File: src/inc/cts_pkg.sv
// constants for the capacitive touch sequencer
package cts_pkg;
  // register offsets
  localparam logic [3:0] ADDR_POWER = 4'h0;
  localparam logic [3:0] ADDR_PAD = 4'h1;
  localparam logic [3:0] ADDR_CMD = 4'h2;
  localparam logic [3:0] ADDR_SETTING = 4'h3;
  localparam logic [3:0] ADDR_CNT_HI = 4'h4;
  localparam logic [3:0] ADDR_CNT_LO = 4'h5;
  localparam logic [3:0] ADDR_INTEN = 4'h6;
  localparam logic [3:0] ADDR_INTRQ = 4'h7;
  // command codes
  localparam logic [7:0] CMD_ABORT = 8'h00;
  localparam logic [7:0] CMD_START = 8'h10;
  localparam logic [7:0] CMD_MANUAL = 8'h30;
  // field positions
  localparam int POWER_BYPASS_BIT = 2;
  localparam int POWER_LEVEL_BIT = 3;
  localparam int IRQ_DONE_BIT = 3;
  localparam int IRQ_OVF_BIT = 5;
  localparam int SET_DIS_LSB = 0;
  localparam int SET_THR_LSB = 2;
  // reset values
  localparam logic [7:0] POWER_RESET = 8'h00;
  localparam logic [7:0] PAD_RESET = 8'h00;
  localparam logic [4:0] SETTING_RESET = 5'h00;
  localparam logic [7:0] INTEN_RESET = 8'h00;
  localparam logic [7:0] INTRQ_RESET = 8'h00;
  localparam logic [15:0] COUNT_RESET = 16'h0000;
  // timing
  localparam int CLOCK_MHZ = 100;
  localparam int TOUCH_CLOCK_KHZ = 25000;
  localparam logic [7:0] TOUCH_DIV = 8'(CLOCK_MHZ * 1000 / TOUCH_CLOCK_KHZ);
  localparam logic [7:0] DIS_SHORT = 8'h20;
  localparam logic [7:0] DIS_MID = 8'h40;
  localparam logic [7:0] DIS_LONG = 8'h80;
  // sequencer states
  typedef enum logic [1:0] {
    ST_IDLE = 2'b00,
    ST_DISCHARGE = 2'b01,
    ST_HOLD = 2'b10,
    ST_CHARGE = 2'b11
  } cts_state_type;
endpackage : cts_pkg

File: src/design/cts_sequencer.sv
// capacitive touch sequencer: discharge, charge, count, flags, registers
//
// Design decisions made here: the plain strobed port and the address map.
`timescale 1ns/10ps
module cts_sequencer (
  input wire logic clock_i,
  input wire logic sys_rst_i,
  input wire logic [3:0] addr_i,
  input wire logic [7:0] wr_data_i,
  input wire logic wr_i,
  input wire logic rd_i,
  input wire logic comp_trip_i,
  output logic [7:0] rd_data_o,
  output logic [7:0] pad_select_o,
  output logic discharge_o,
  output logic charge_o,
  output logic charge_step_o,
  output logic [2:0] threshold_sel_o,
  output logic bypass_o,
  output logic level_sel_o,
  output logic irq_o
);

  logic [7:0] power_q;
  logic [7:0] pad_q;
  logic [4:0] setting_q;
  logic [7:0] inten_q;
  logic [7:0] intrq_q;
  logic [15:0] count_q;
  logic [7:0] div_q;
  logic [7:0] dis_cnt_q;
  logic tick_q;
  logic comp_meta_q;
  logic comp_sync_q;
  cts_pkg::cts_state_type state_q;
  cts_pkg::cts_state_type state_d;
  logic cmd_wr;
  logic start_cmd;
  logic done_evt;
  logic ovf_evt;
  logic dis_end;
  logic count_step;

  // discharge length from setting bits 1:0; code 3 also gives the longest
  function automatic logic [7:0] dis_len(input logic [1:0] sel);
    case (sel)
      2'h0: dis_len = cts_pkg::DIS_SHORT;
      2'h1: dis_len = cts_pkg::DIS_MID;
      default: dis_len = cts_pkg::DIS_LONG;
    endcase
  endfunction : dis_len

  // register write decode, shared by the command and every stored register
  function automatic logic reg_hit(input logic wr, input logic [3:0] addr, input logic [3:0] offset);
    reg_hit = wr && (addr == offset);
  endfunction : reg_hit

  assign cmd_wr = reg_hit(wr_i, addr_i, cts_pkg::ADDR_CMD);
  assign start_cmd = cmd_wr && (wr_data_i == cts_pkg::CMD_START);
  assign dis_end = (state_q == cts_pkg::ST_DISCHARGE) && tick_q &&
                   (dis_cnt_q == dis_len(setting_q[cts_pkg::SET_DIS_LSB +: 2]) - 8'h01);
  assign done_evt = (state_q == cts_pkg::ST_CHARGE) && comp_sync_q && !cmd_wr;
  // counter and step pulse share one condition so the two never drift apart
  assign count_step = (state_q == cts_pkg::ST_CHARGE) && (state_d == cts_pkg::ST_CHARGE) && tick_q;
  assign ovf_evt = count_step && !cmd_wr && (count_q == 16'hFFFF);

  // comparator comes from the analog side, so two flops first
  always_ff @(posedge clock_i or posedge sys_rst_i) begin
    if (sys_rst_i) begin
      comp_meta_q <= 1'b0;
      comp_sync_q <= 1'b0;
    end else begin
      comp_meta_q <= comp_trip_i;
      comp_sync_q <= comp_meta_q;
    end
  end

  // touch clock as an enable pulse
  always_ff @(posedge clock_i or posedge sys_rst_i) begin
    if (sys_rst_i) begin
      div_q <= 8'h00;
      tick_q <= 1'b0;
    end else if (div_q == cts_pkg::TOUCH_DIV - 8'h01) begin
      div_q <= 8'h00;
      tick_q <= 1'b1;
    end else begin
      div_q <= div_q + 8'h01;
      tick_q <= 1'b0;
    end
  end

  // sequencer; a command write outranks any event in the same cycle
  always_comb begin
    state_d = state_q;
    if (cmd_wr) begin
      case (wr_data_i)
        cts_pkg::CMD_ABORT: state_d = cts_pkg::ST_IDLE;
        cts_pkg::CMD_MANUAL: state_d = cts_pkg::ST_HOLD;
        cts_pkg::CMD_START: begin
          if (state_q == cts_pkg::ST_HOLD) begin
            state_d = cts_pkg::ST_CHARGE;
          end else begin
            state_d = cts_pkg::ST_DISCHARGE;
          end
        end
        default: state_d = state_q;
      endcase
    end else begin
      case (state_q)
        cts_pkg::ST_DISCHARGE: begin
          if (dis_end) begin
            state_d = cts_pkg::ST_CHARGE;
          end
        end
        cts_pkg::ST_CHARGE: begin
          if (comp_sync_q) begin
            state_d = cts_pkg::ST_IDLE;
          end
        end
        default: state_d = state_q;
      endcase
    end
  end

  always_ff @(posedge clock_i or posedge sys_rst_i) begin
    if (sys_rst_i) begin
      state_q <= cts_pkg::ST_IDLE;
    end else begin
      state_q <= state_d;
    end
  end

  // discharge timer counts touch clocks
  always_ff @(posedge clock_i or posedge sys_rst_i) begin
    if (sys_rst_i) begin
      dis_cnt_q <= 8'h00;
    end else if (state_q != cts_pkg::ST_DISCHARGE || cmd_wr) begin
      dis_cnt_q <= 8'h00;
    end else if (tick_q) begin
      dis_cnt_q <= dis_cnt_q + 8'h01;
    end
  end

  // touch counter; kept after done so software can read it
  always_ff @(posedge clock_i or posedge sys_rst_i) begin
    if (sys_rst_i) begin
      count_q <= cts_pkg::COUNT_RESET;
    end else if (start_cmd) begin
      count_q <= cts_pkg::COUNT_RESET;
    end else if (count_step) begin
      count_q <= count_q + 16'h0001;
    end
  end

  // analog controls follow state_d so they switch with the state flop
  always_ff @(posedge clock_i or posedge sys_rst_i) begin
    if (sys_rst_i) begin
      discharge_o <= 1'b0;
    end else begin
      discharge_o <= (state_d == cts_pkg::ST_DISCHARGE) || (state_d == cts_pkg::ST_HOLD);
    end
  end

  always_ff @(posedge clock_i or posedge sys_rst_i) begin
    if (sys_rst_i) begin
      charge_o <= 1'b0;
    end else begin
      charge_o <= (state_d == cts_pkg::ST_CHARGE);
    end
  end

  // step lands on the same edge as the count; the front end only sees the pulse
  always_ff @(posedge clock_i or posedge sys_rst_i) begin
    if (sys_rst_i) begin
      charge_step_o <= 1'b0;
    end else begin
      charge_step_o <= count_step;
    end
  end

  // configuration registers, one per concern
  always_ff @(posedge clock_i or posedge sys_rst_i) begin
    if (sys_rst_i) begin
      power_q <= cts_pkg::POWER_RESET;
    end else if (reg_hit(wr_i, addr_i, cts_pkg::ADDR_POWER)) begin
      power_q <= wr_data_i;
    end
  end

  always_ff @(posedge clock_i or posedge sys_rst_i) begin
    if (sys_rst_i) begin
      pad_q <= cts_pkg::PAD_RESET;
    end else if (reg_hit(wr_i, addr_i, cts_pkg::ADDR_PAD)) begin
      pad_q <= wr_data_i;
    end
  end

  always_ff @(posedge clock_i or posedge sys_rst_i) begin
    if (sys_rst_i) begin
      setting_q <= cts_pkg::SETTING_RESET;
    end else if (reg_hit(wr_i, addr_i, cts_pkg::ADDR_SETTING)) begin
      setting_q <= wr_data_i[4:0];
    end
  end

  always_ff @(posedge clock_i or posedge sys_rst_i) begin
    if (sys_rst_i) begin
      inten_q <= cts_pkg::INTEN_RESET;
    end else if (reg_hit(wr_i, addr_i, cts_pkg::ADDR_INTEN)) begin
      inten_q <= wr_data_i;
    end
  end

  // request flags: a set in the same cycle beats the software clear
  always_ff @(posedge clock_i or posedge sys_rst_i) begin
    if (sys_rst_i) begin
      intrq_q <= cts_pkg::INTRQ_RESET;
    end else begin
      if (reg_hit(wr_i, addr_i, cts_pkg::ADDR_INTRQ)) begin
        intrq_q <= intrq_q & wr_data_i;
      end
      if (done_evt) begin
        intrq_q[cts_pkg::IRQ_DONE_BIT] <= 1'b1;
      end
      if (ovf_evt) begin
        intrq_q[cts_pkg::IRQ_OVF_BIT] <= 1'b1;
      end
    end
  end

  // mirrored outputs, each from its own flop
  always_ff @(posedge clock_i or posedge sys_rst_i) begin
    if (sys_rst_i) begin
      pad_select_o <= cts_pkg::PAD_RESET;
    end else begin
      pad_select_o <= pad_q;
    end
  end

  always_ff @(posedge clock_i or posedge sys_rst_i) begin
    if (sys_rst_i) begin
      threshold_sel_o <= 3'h0;
    end else begin
      threshold_sel_o <= setting_q[cts_pkg::SET_THR_LSB +: 3];
    end
  end

  always_ff @(posedge clock_i or posedge sys_rst_i) begin
    if (sys_rst_i) begin
      bypass_o <= 1'b0;
      level_sel_o <= 1'b0;
    end else begin
      bypass_o <= power_q[cts_pkg::POWER_BYPASS_BIT];
      level_sel_o <= power_q[cts_pkg::POWER_LEVEL_BIT];
    end
  end

  // irq lags the flags by one cycle, the price of a flopped output
  always_ff @(posedge clock_i or posedge sys_rst_i) begin
    if (sys_rst_i) begin
      irq_o <= 1'b0;
    end else begin
      irq_o <= (intrq_q[cts_pkg::IRQ_DONE_BIT] && inten_q[cts_pkg::IRQ_DONE_BIT]) ||
               (intrq_q[cts_pkg::IRQ_OVF_BIT] && inten_q[cts_pkg::IRQ_OVF_BIT]);
    end
  end

  // read port; unmapped offsets read zero, data only in the next cycle
  always_ff @(posedge clock_i or posedge sys_rst_i) begin
    if (sys_rst_i) begin
      rd_data_o <= 8'h00;
    end else if (rd_i) begin
      case (addr_i)
        cts_pkg::ADDR_POWER: rd_data_o <= {4'h0, power_q[3:2], 2'h0};
        cts_pkg::ADDR_PAD: rd_data_o <= pad_q;
        cts_pkg::ADDR_CMD: rd_data_o <= {6'h00, state_q};
        cts_pkg::ADDR_SETTING: rd_data_o <= {3'h0, setting_q};
        cts_pkg::ADDR_CNT_HI: rd_data_o <= count_q[15:8];
        cts_pkg::ADDR_CNT_LO: rd_data_o <= count_q[7:0];
        cts_pkg::ADDR_INTEN: rd_data_o <= inten_q & 8'h28;
        cts_pkg::ADDR_INTRQ: rd_data_o <= intrq_q;
        default: rd_data_o <= 8'h00;
      endcase
    end else begin
      rd_data_o <= 8'h00;
    end
  end

endmodule : cts_sequencer

File: config.mk
export PLATFORM = sky130hd
export DESIGN_NAME = cts_sequencer
export DESIGN_NICKNAME = d
export VERILOG_FILES = /design/src/inc/cts_pkg.sv /design/src/design/cts_sequencer.sv
export SDC_FILE = /design/constraint.sdc
export NUM_CORES = 1
export LEC_CHECK = 0
export ABC_AREA = 1
export BUFFER_PORTS_ARGS = -buffer_cell sky130_fd_sc_hd__buf_2
export CAP_MARGIN = 25
export CORE_UTILIZATION = 35
export CTS_CLUSTER_SIZE = 40
export DETAILED_ROUTE_END_ITERATION = 7
export SLEW_MARGIN = 5
export SYNTH_ARGS = -nofsm -noshare
export SYNTH_HDL_FRONTEND = slang
export SYNTH_SLANG_ARGS = --single-unit
File: constraint.sdc
create_clock -name clock_i -period 3.1 [get_ports clock_i]
set_input_delay 0.62 -clock clock_i [delete_from_list [all_inputs] [get_ports clock_i]]
set_output_delay 0.62 -clock clock_i [all_outputs]
set_load 0.005 [all_outputs]
After elaboration in Yosys (flattened, before gate mapping)

Cells that the tools add are included.

Register bits after elaboration: 93
Logic and storage cells: 94
Bits in latches: 0
Output and inout bits: 25
Bits in read-only memories: 0
Memories kept: 0
RAM bits: 0
Bits of input ports: 17

Mux-type cells: 18
Bitwise gates (word level): 1
$lt $le $gt $ge: 0
Add/sub/neg operators: 4
Multiply operators: 0
Eq/ne operators: 20
Reduce and logical (&&, ||, !) cells: 28
Div/mod/pow operators: 0
Shift operators: 0

Operator list:

| operator                                                            | count |
|---|---|
| 8-bit case mux with 8 select lines                                  | 1 |
| 16-bit two-way mux                                                  | 2 |
| 8-bit two-way mux                                                   | 4 |
| 1-bit logical AND                                                   | 17 |
| 16-bit by 1-bit adder with 16-bit output (second input constant)    | 1 |
| 8-bit by 1-bit adder with 8-bit output (second input constant)      | 2 |
| 16-bit == test (second input constant)                              | 1 |
| 4-bit by 3-bit == test with 1-bit output (second input constant)    | 4 |
| 8-bit case mux with 2 select lines                                  | 1 |
| 8-bit AND                                                           | 1 |
| 2-bit == test (second input constant)                               | 4 |
| 4-bit by 2-bit == test with 1-bit output (second input constant)    | 2 |
| 8-bit by 2-bit == test with 1-bit output (second input constant)    | 1 |
| 8-bit by 5-bit == test with 1-bit output (second input constant)    | 1 |
| 8-bit by 6-bit == test with 1-bit output (second input constant)    | 1 |
| 8-bit == test                                                       | 1 |
| 8-bit zero test                                                     | 1 |
| 2-bit two-way mux                                                   | 4 |
| 2-bit nonzero test                                                  | 4 |
| 8-bit by 1-bit subtractor with 8-bit output (second input constant) | 1 |
| 2-bit by 1-bit == test with 1-bit output (second input constant)    | 3 |
| 6-bit two-way mux                                                   | 1 |
| 2-bit case mux with 3 select lines                                  | 1 |
| 4-bit by 1-bit == test with 1-bit output (second input constant)    | 1 |
| other kinds (7)                                                     | 11 |

Depth between registers and ports, before layout

Depth after elaboration: 14
Gate-level depth with buffers: 18
Depth with buffers taken out: 18

Worst setup path before layout

OpenSTA, ideal clock, no wires.

Kind: in2reg
From: input addr_i[3]
To: register count_q[4]
Setup time: 123 ps
Stages: 12
Buffers on the path: 1
Arrival: 2162 ps
Setup slack: 814 ps
Path through: nor2_2 > nand3_2 > inv_2 > nand2_2 > a21boi_0 > ha_1 > nand2_1 > nor2_4 > buf_6 > nand4_1 > o21ai_0 > a21oi_1

Longest elaborated chain between the ends: 7
Elaborated cells on any way between the ends: 9

RTL lines:

| what                                     | line                 | text |
|---|---|---|
| from (decl)                              | cts_sequencer.sv:8   | `input wire logic [3:0] addr_i,` |
| 4-bit by 2-bit == test with 1-bit output | cts_sequencer.sv:55  | `reg_hit = wr && (addr == offset);` |
| 1-bit logical AND                        | cts_sequencer.sv:55  |  |
| 2-bit two-way mux                        | cts_sequencer.sv:95  | `if (cmd_wr) begin` |
| named net state_d[0]                     | cts_sequencer.sv:36  | `cts_pkg::cts_state_type state_d;` |
| 2-bit == test                            | cts_sequencer.sv:64  | `assign count_step = (state_q == cts_pkg::ST_CHARGE) && (state_d == cts_pkg::ST_CHARGE) && tick_q;` |
| 1-bit logical AND (2 in series)          | cts_sequencer.sv:64  |  |
| named net count_step                     | cts_sequencer.sv:42  | `logic count_step;` |
| 2-bit nonzero test (no line)             | -                    |  |
| to (signal assigned)                     | cts_sequencer.sv:147 | `count_q <= cts_pkg::COUNT_RESET;` |
| to (signal assigned)                     | cts_sequencer.sv:149 | `count_q <= cts_pkg::COUNT_RESET;` |
| to (signal assigned)                     | cts_sequencer.sv:151 | `count_q <= count_q + 16'h0001;` |
| to (decl)                                | cts_sequencer.sv:29  | `logic [15:0] count_q;` |

The timed path passes the listed nets, and every way through them passes these cells.
A chain may end at the register's enable or synchronous reset.

Final worst setup path

From: input addr_i[1]
To: register count_q[12]

Longest elaborated chain between the ends: 7
Elaborated cells on any way between the ends: 9

RTL lines:

| what                                     | line |
|---|---|
| 4-bit by 2-bit == test with 1-bit output | cts_sequencer.sv:55 |
| 1-bit logical AND                        | cts_sequencer.sv:55 |
| 2-bit two-way mux                        | cts_sequencer.sv:95 |
| named net state_d[0]                     | cts_sequencer.sv:36 |
| 2-bit == test                            | cts_sequencer.sv:64 |
| 1-bit logical AND (2 in series)          | cts_sequencer.sv:64 |
| 2-bit nonzero test (no line)             | - |

The timed path passes the listed nets, and every way through them passes these cells.

==> insert_results.sql <==
INSERT INTO impl_metrics (metric_group, metric, value, unit) VALUES
('run_status', 'run_status', 'finished, final reports clean', ''),
('clock_network', 'ctsLongestPathBuffers', '2', ''),
('clock_network', 'cts_tree', 'built', ''),
('sta', 'clock.fmax', '418.3', 'MHz'),
('critical_path', 'cp-end-kind', 'flop', ''),
('floorplan', 'floorplan.io_pins', '42', ''),
('grt', 'grt_start_max_net_pins', '53', ''),
('placement', 'placed_area', '4342', 'µm²'),
('critical_path', 'crit_path_max_incr_delay', '0.27', 'ns'),
('grt', 'gr-usage-all-layers', '16.29', '%'),
('detailed_routing', 'drtPass1Iterations', '6', ''),
('clock_network', 'cts-resized-gates', '0', ''),
('sta', 'rsz0062_at_grt', 'false', ''),
('sta', 'timing.final.hold_violations', '0', ''),
('placement', 'io_buffers', '41', ''),
('synthesis', 'asyncSetResetFlopFracSynth', '100.0', '%'),
('sta', 'timing_worst_slew_pin_value', '0.6618', 'ns'),
('detailed_routing', 'totalWireLength', '8534', 'µm'),
('layout', 'post-route-cell-area', '4623', 'µm²'),
('grt', 'first_global_vias', '3018', ''),
('synthesis', 'synthTopCellsByArea', 'dfrtp_1 (55%), nand2_1 (11%), nor2_1 (6.1%)', ''),
('critical_path', 'combined_buffer_and_inverter_count_along_the_critical_path', '4', ''),
('layout', 'diodes', '0', ''),
('detailed_routing', 'via_per_inst', '4.782', ''),
('detailed_routing', 'via_count', '3161', ''),
('floorplan', 'rows', '38', ''),
('placement', 'dp.cells', '645', ''),
('synthesis', 'synth.distinct_cells', '31', ''),
('clock_network', 'worstSkewPairLatency', '0.33', 'ns'),
('grt', 'grt_pass1_wl', '14630', 'µm'),
('critical_path', 'timing.critical_path.arrival', '2.61', 'ns'),
('layout', 'multi_input_comb_area', '1511', 'µm²'),
('clock_network', 'worst_setup_hold_path_clk_slew', '0.07', 'ns'),
('detailed_routing', 'drt_iter0_drc', '217', ''),
('sta', 'final_critical_path_setup_slack', '0.7094', 'ns'),
('layout', 'sequential_cell_area', '2177', 'µm²'),
('detailed_routing', 'drc', '0', ''),
('synthesis', 'synthMostInstantiatedCell', 'nand2_1', ''),
('clock_network', 'cts_post_setup_buffers_inserted', '0', ''),
('detailed_routing', 'drt_wl_cell', '12.91', 'µm'),
('layout', 'area.growth.synth_to_final', '16.41', '%'),
('grt', 'grt_overflow_total', '0', ''),
('critical_path', 'path_delay_family', 'simple AND/OR/NAND/NOR gates', ''),
('clock_network', 'cts-hold-fix-buffers', '0', ''),
('layout', 'fin_nets', '537', ''),
('layout', 'finalNonFillerCells', '661', ''),
('synthesis', 'synth_flop_cell', 'dfrtp_1', ''),
('layout', 'layout-drive-gt1-share', '16.70', '%'),
('floorplan', 'die_area', '11780', 'µm²'),
('sta', 'final_period_minus_worst_setup_slack', '2.391', 'ns'),
('sta', 'setup-tns-final', '0', 'ns'),
('clock_network', 'cts_inserted_buffers', '9', ''),
('critical_path', 'path_cells', 'buf_2 -> inv_1 -> nor2_2 -> nand3_2 -> inv_2 -> nand2_2 -> a21boi_0 -> ha_1 -> nand2_1 -> nor2_4 -> inv_2 -> nor2_4 -> nand3_1 -> nor2_1 -> nor2_1', ''),
('layout', 'fill_cells', '1072', ''),
('worst_hold_path', 'worstHoldPathType', 'input port to asynchronous set/reset pin', ''),
('floorplan', 'core_ar', '10940', 'µm²'),
('critical_path', 'critical_path_peak_fanout', '13', ''),
('synthesis', 'synth_enable_flop_cells', '0', ''),
('power', 'power_leakage', '2.374', 'nW'),
('placement', 'routabilityCongestion', '0.8313', ''),
('detailed_routing', 'detail-route-antenna-nets', '0', ''),
('grt', 'grt_antenna_before_repair', '0', ''),
('synthesis', 'synth_nets', '487', ''),
('clock_network', 'clock_sink_count', '87', ''),
('sta', 'maxSlewViolCount', '0', ''),
('sta', 'min_period_over_period', '77.12', '%'),
('synthesis', 'synth_largest_type_area_fraction', '54.82', '%'),
('sta', 'finClkSkew', '0.01039', 'ns'),
('synthesis', 'synth_top_area_cell', 'dfrtp_1', ''),
('run', 'max_cap_viol_count', '0', ''),
('clock_network', 'h_tree_level_count', '3', '');
state kept, by name (all words and copies together) (netlist names):
register	cells
setting_q	5
level_sel_o	1
pad_q	8
threshold_sel_o	3
dis_cnt_q	8
irq_o	1
comp_meta_q	1
count_q	16
rd_data_o	8
intrq_q	8
pad_select_o	8
comp_sync_q	1
div_q	8
power_q	2
charge_o	1
charge_step_o	1
state_q	2
discharge_o	1
inten_q	2
tick_q	1
bypass_o	1
layout make-up:
cell class	count	share of cell area [%]
multi-input combinational	311	32.69
tap	140	3.789
sequential	87	47.09
inverter	63	5.142
clock buffer	10	4.953
timing repair buffer	44	5.196
clock inverter	6	1.137
routing by layer:
| layer | up-vias | global-route usage, % | routed length (µm) |
|---|---|---|---|
| met4 | 0 | 4.344 | 55 |
| li1 | 1576 | - | - |
| met3 | 4 | 3.797 | 458 |
| met1 | 1489 | 21.47 | 3919 |
| met5 | - | 0 | 0 |
| met2 | 92 | 26.81 | 4101 |
cell usage in the layout, fill, tap and decap left out:
master / instances
a21boi_0: 1
a21oi_1: 15
a22o_1: 1
buf_12: 1
buf_2: 41
buf_4: 2
clkbuf_1: 1
clkbuf_16: 9
clkinv_2: 1
clkinv_4: 1
clkinvlp_4: 2
dfrtp_1: 87
ha_1: 4
inv_1: 59
inv_2: 3
inv_6: 2
inv_8: 1
nand2_1: 118
nand2_2: 4
nand2_4: 1
nand3_1: 21
nand3_2: 2
nand4_1: 7
nor2_1: 65
nor2_2: 3
nor2_4: 4
nor3_1: 11
nor3b_1: 2
nor4_1: 1
o211ai_1: 3
o21a_1: 4
o21ai_0: 23
o21ai_1: 1
o21ai_2: 8
o22ai_1: 2
or2_2: 2
xnor2_1: 2
xor2_1: 6
stage by stage:
| stage | hold slack, ns | utilization (%) |
|---|---|---|
| after detailed placement | 0.3449 | 39.70 |
| after floorplan | 0.3312 | - |
| after global placement | 0.3336 | 39.70 |
| final | 0.3489 | 42.28 |
| after CTS | 0.3590 | 42.28 |
| after global routing | 0.3704 | 42.28 |
worst paths after layout:
| path | startpoint | endpoint | slack, ns | depth (start not counted) |
|---|---|---|---|---|
| min | sys_rst_i | count_q[14] | 0.35 | 2 |
| min in group clock_i | comp_meta_q | comp_sync_q | 0.36 | 0 |
| min reg2reg | comp_meta_q | comp_sync_q | 0.36 | 0 |
| max | addr_i[1] | count_q[12] | 0.71 | 15 |
| max in group asynchronous | sys_rst_i | intrq_q[3] | 2.07 | 3 |
| max reg2reg | state_q[0] | count_q[12] | 0.80 | 16 |
kinds of logic (layout without fill, tap and decap cells):
logic type      count (synthesis)  count (layout)  synth area share, %
compound gates                 58              58                8.727
xor+xnor                        8               8                1.764
fa+ha+maj                       4               4                1.260
buf+inv                        68             123                7.120
flops                          87              87                54.82
simple gates                  241             241                26.31
power breakdown:
group / total [mW] / internal (mW) / switching (mW) / leakage (nW)
logic: 0.201 / 0.0816 / 0.120 / 1.12
registers: 1.29 / 1.23 / 0.0586 / 1.12
clock network: 1.02 / 0.556 / 0.461 / 0.132
Power figures use the tool's default switching activity.
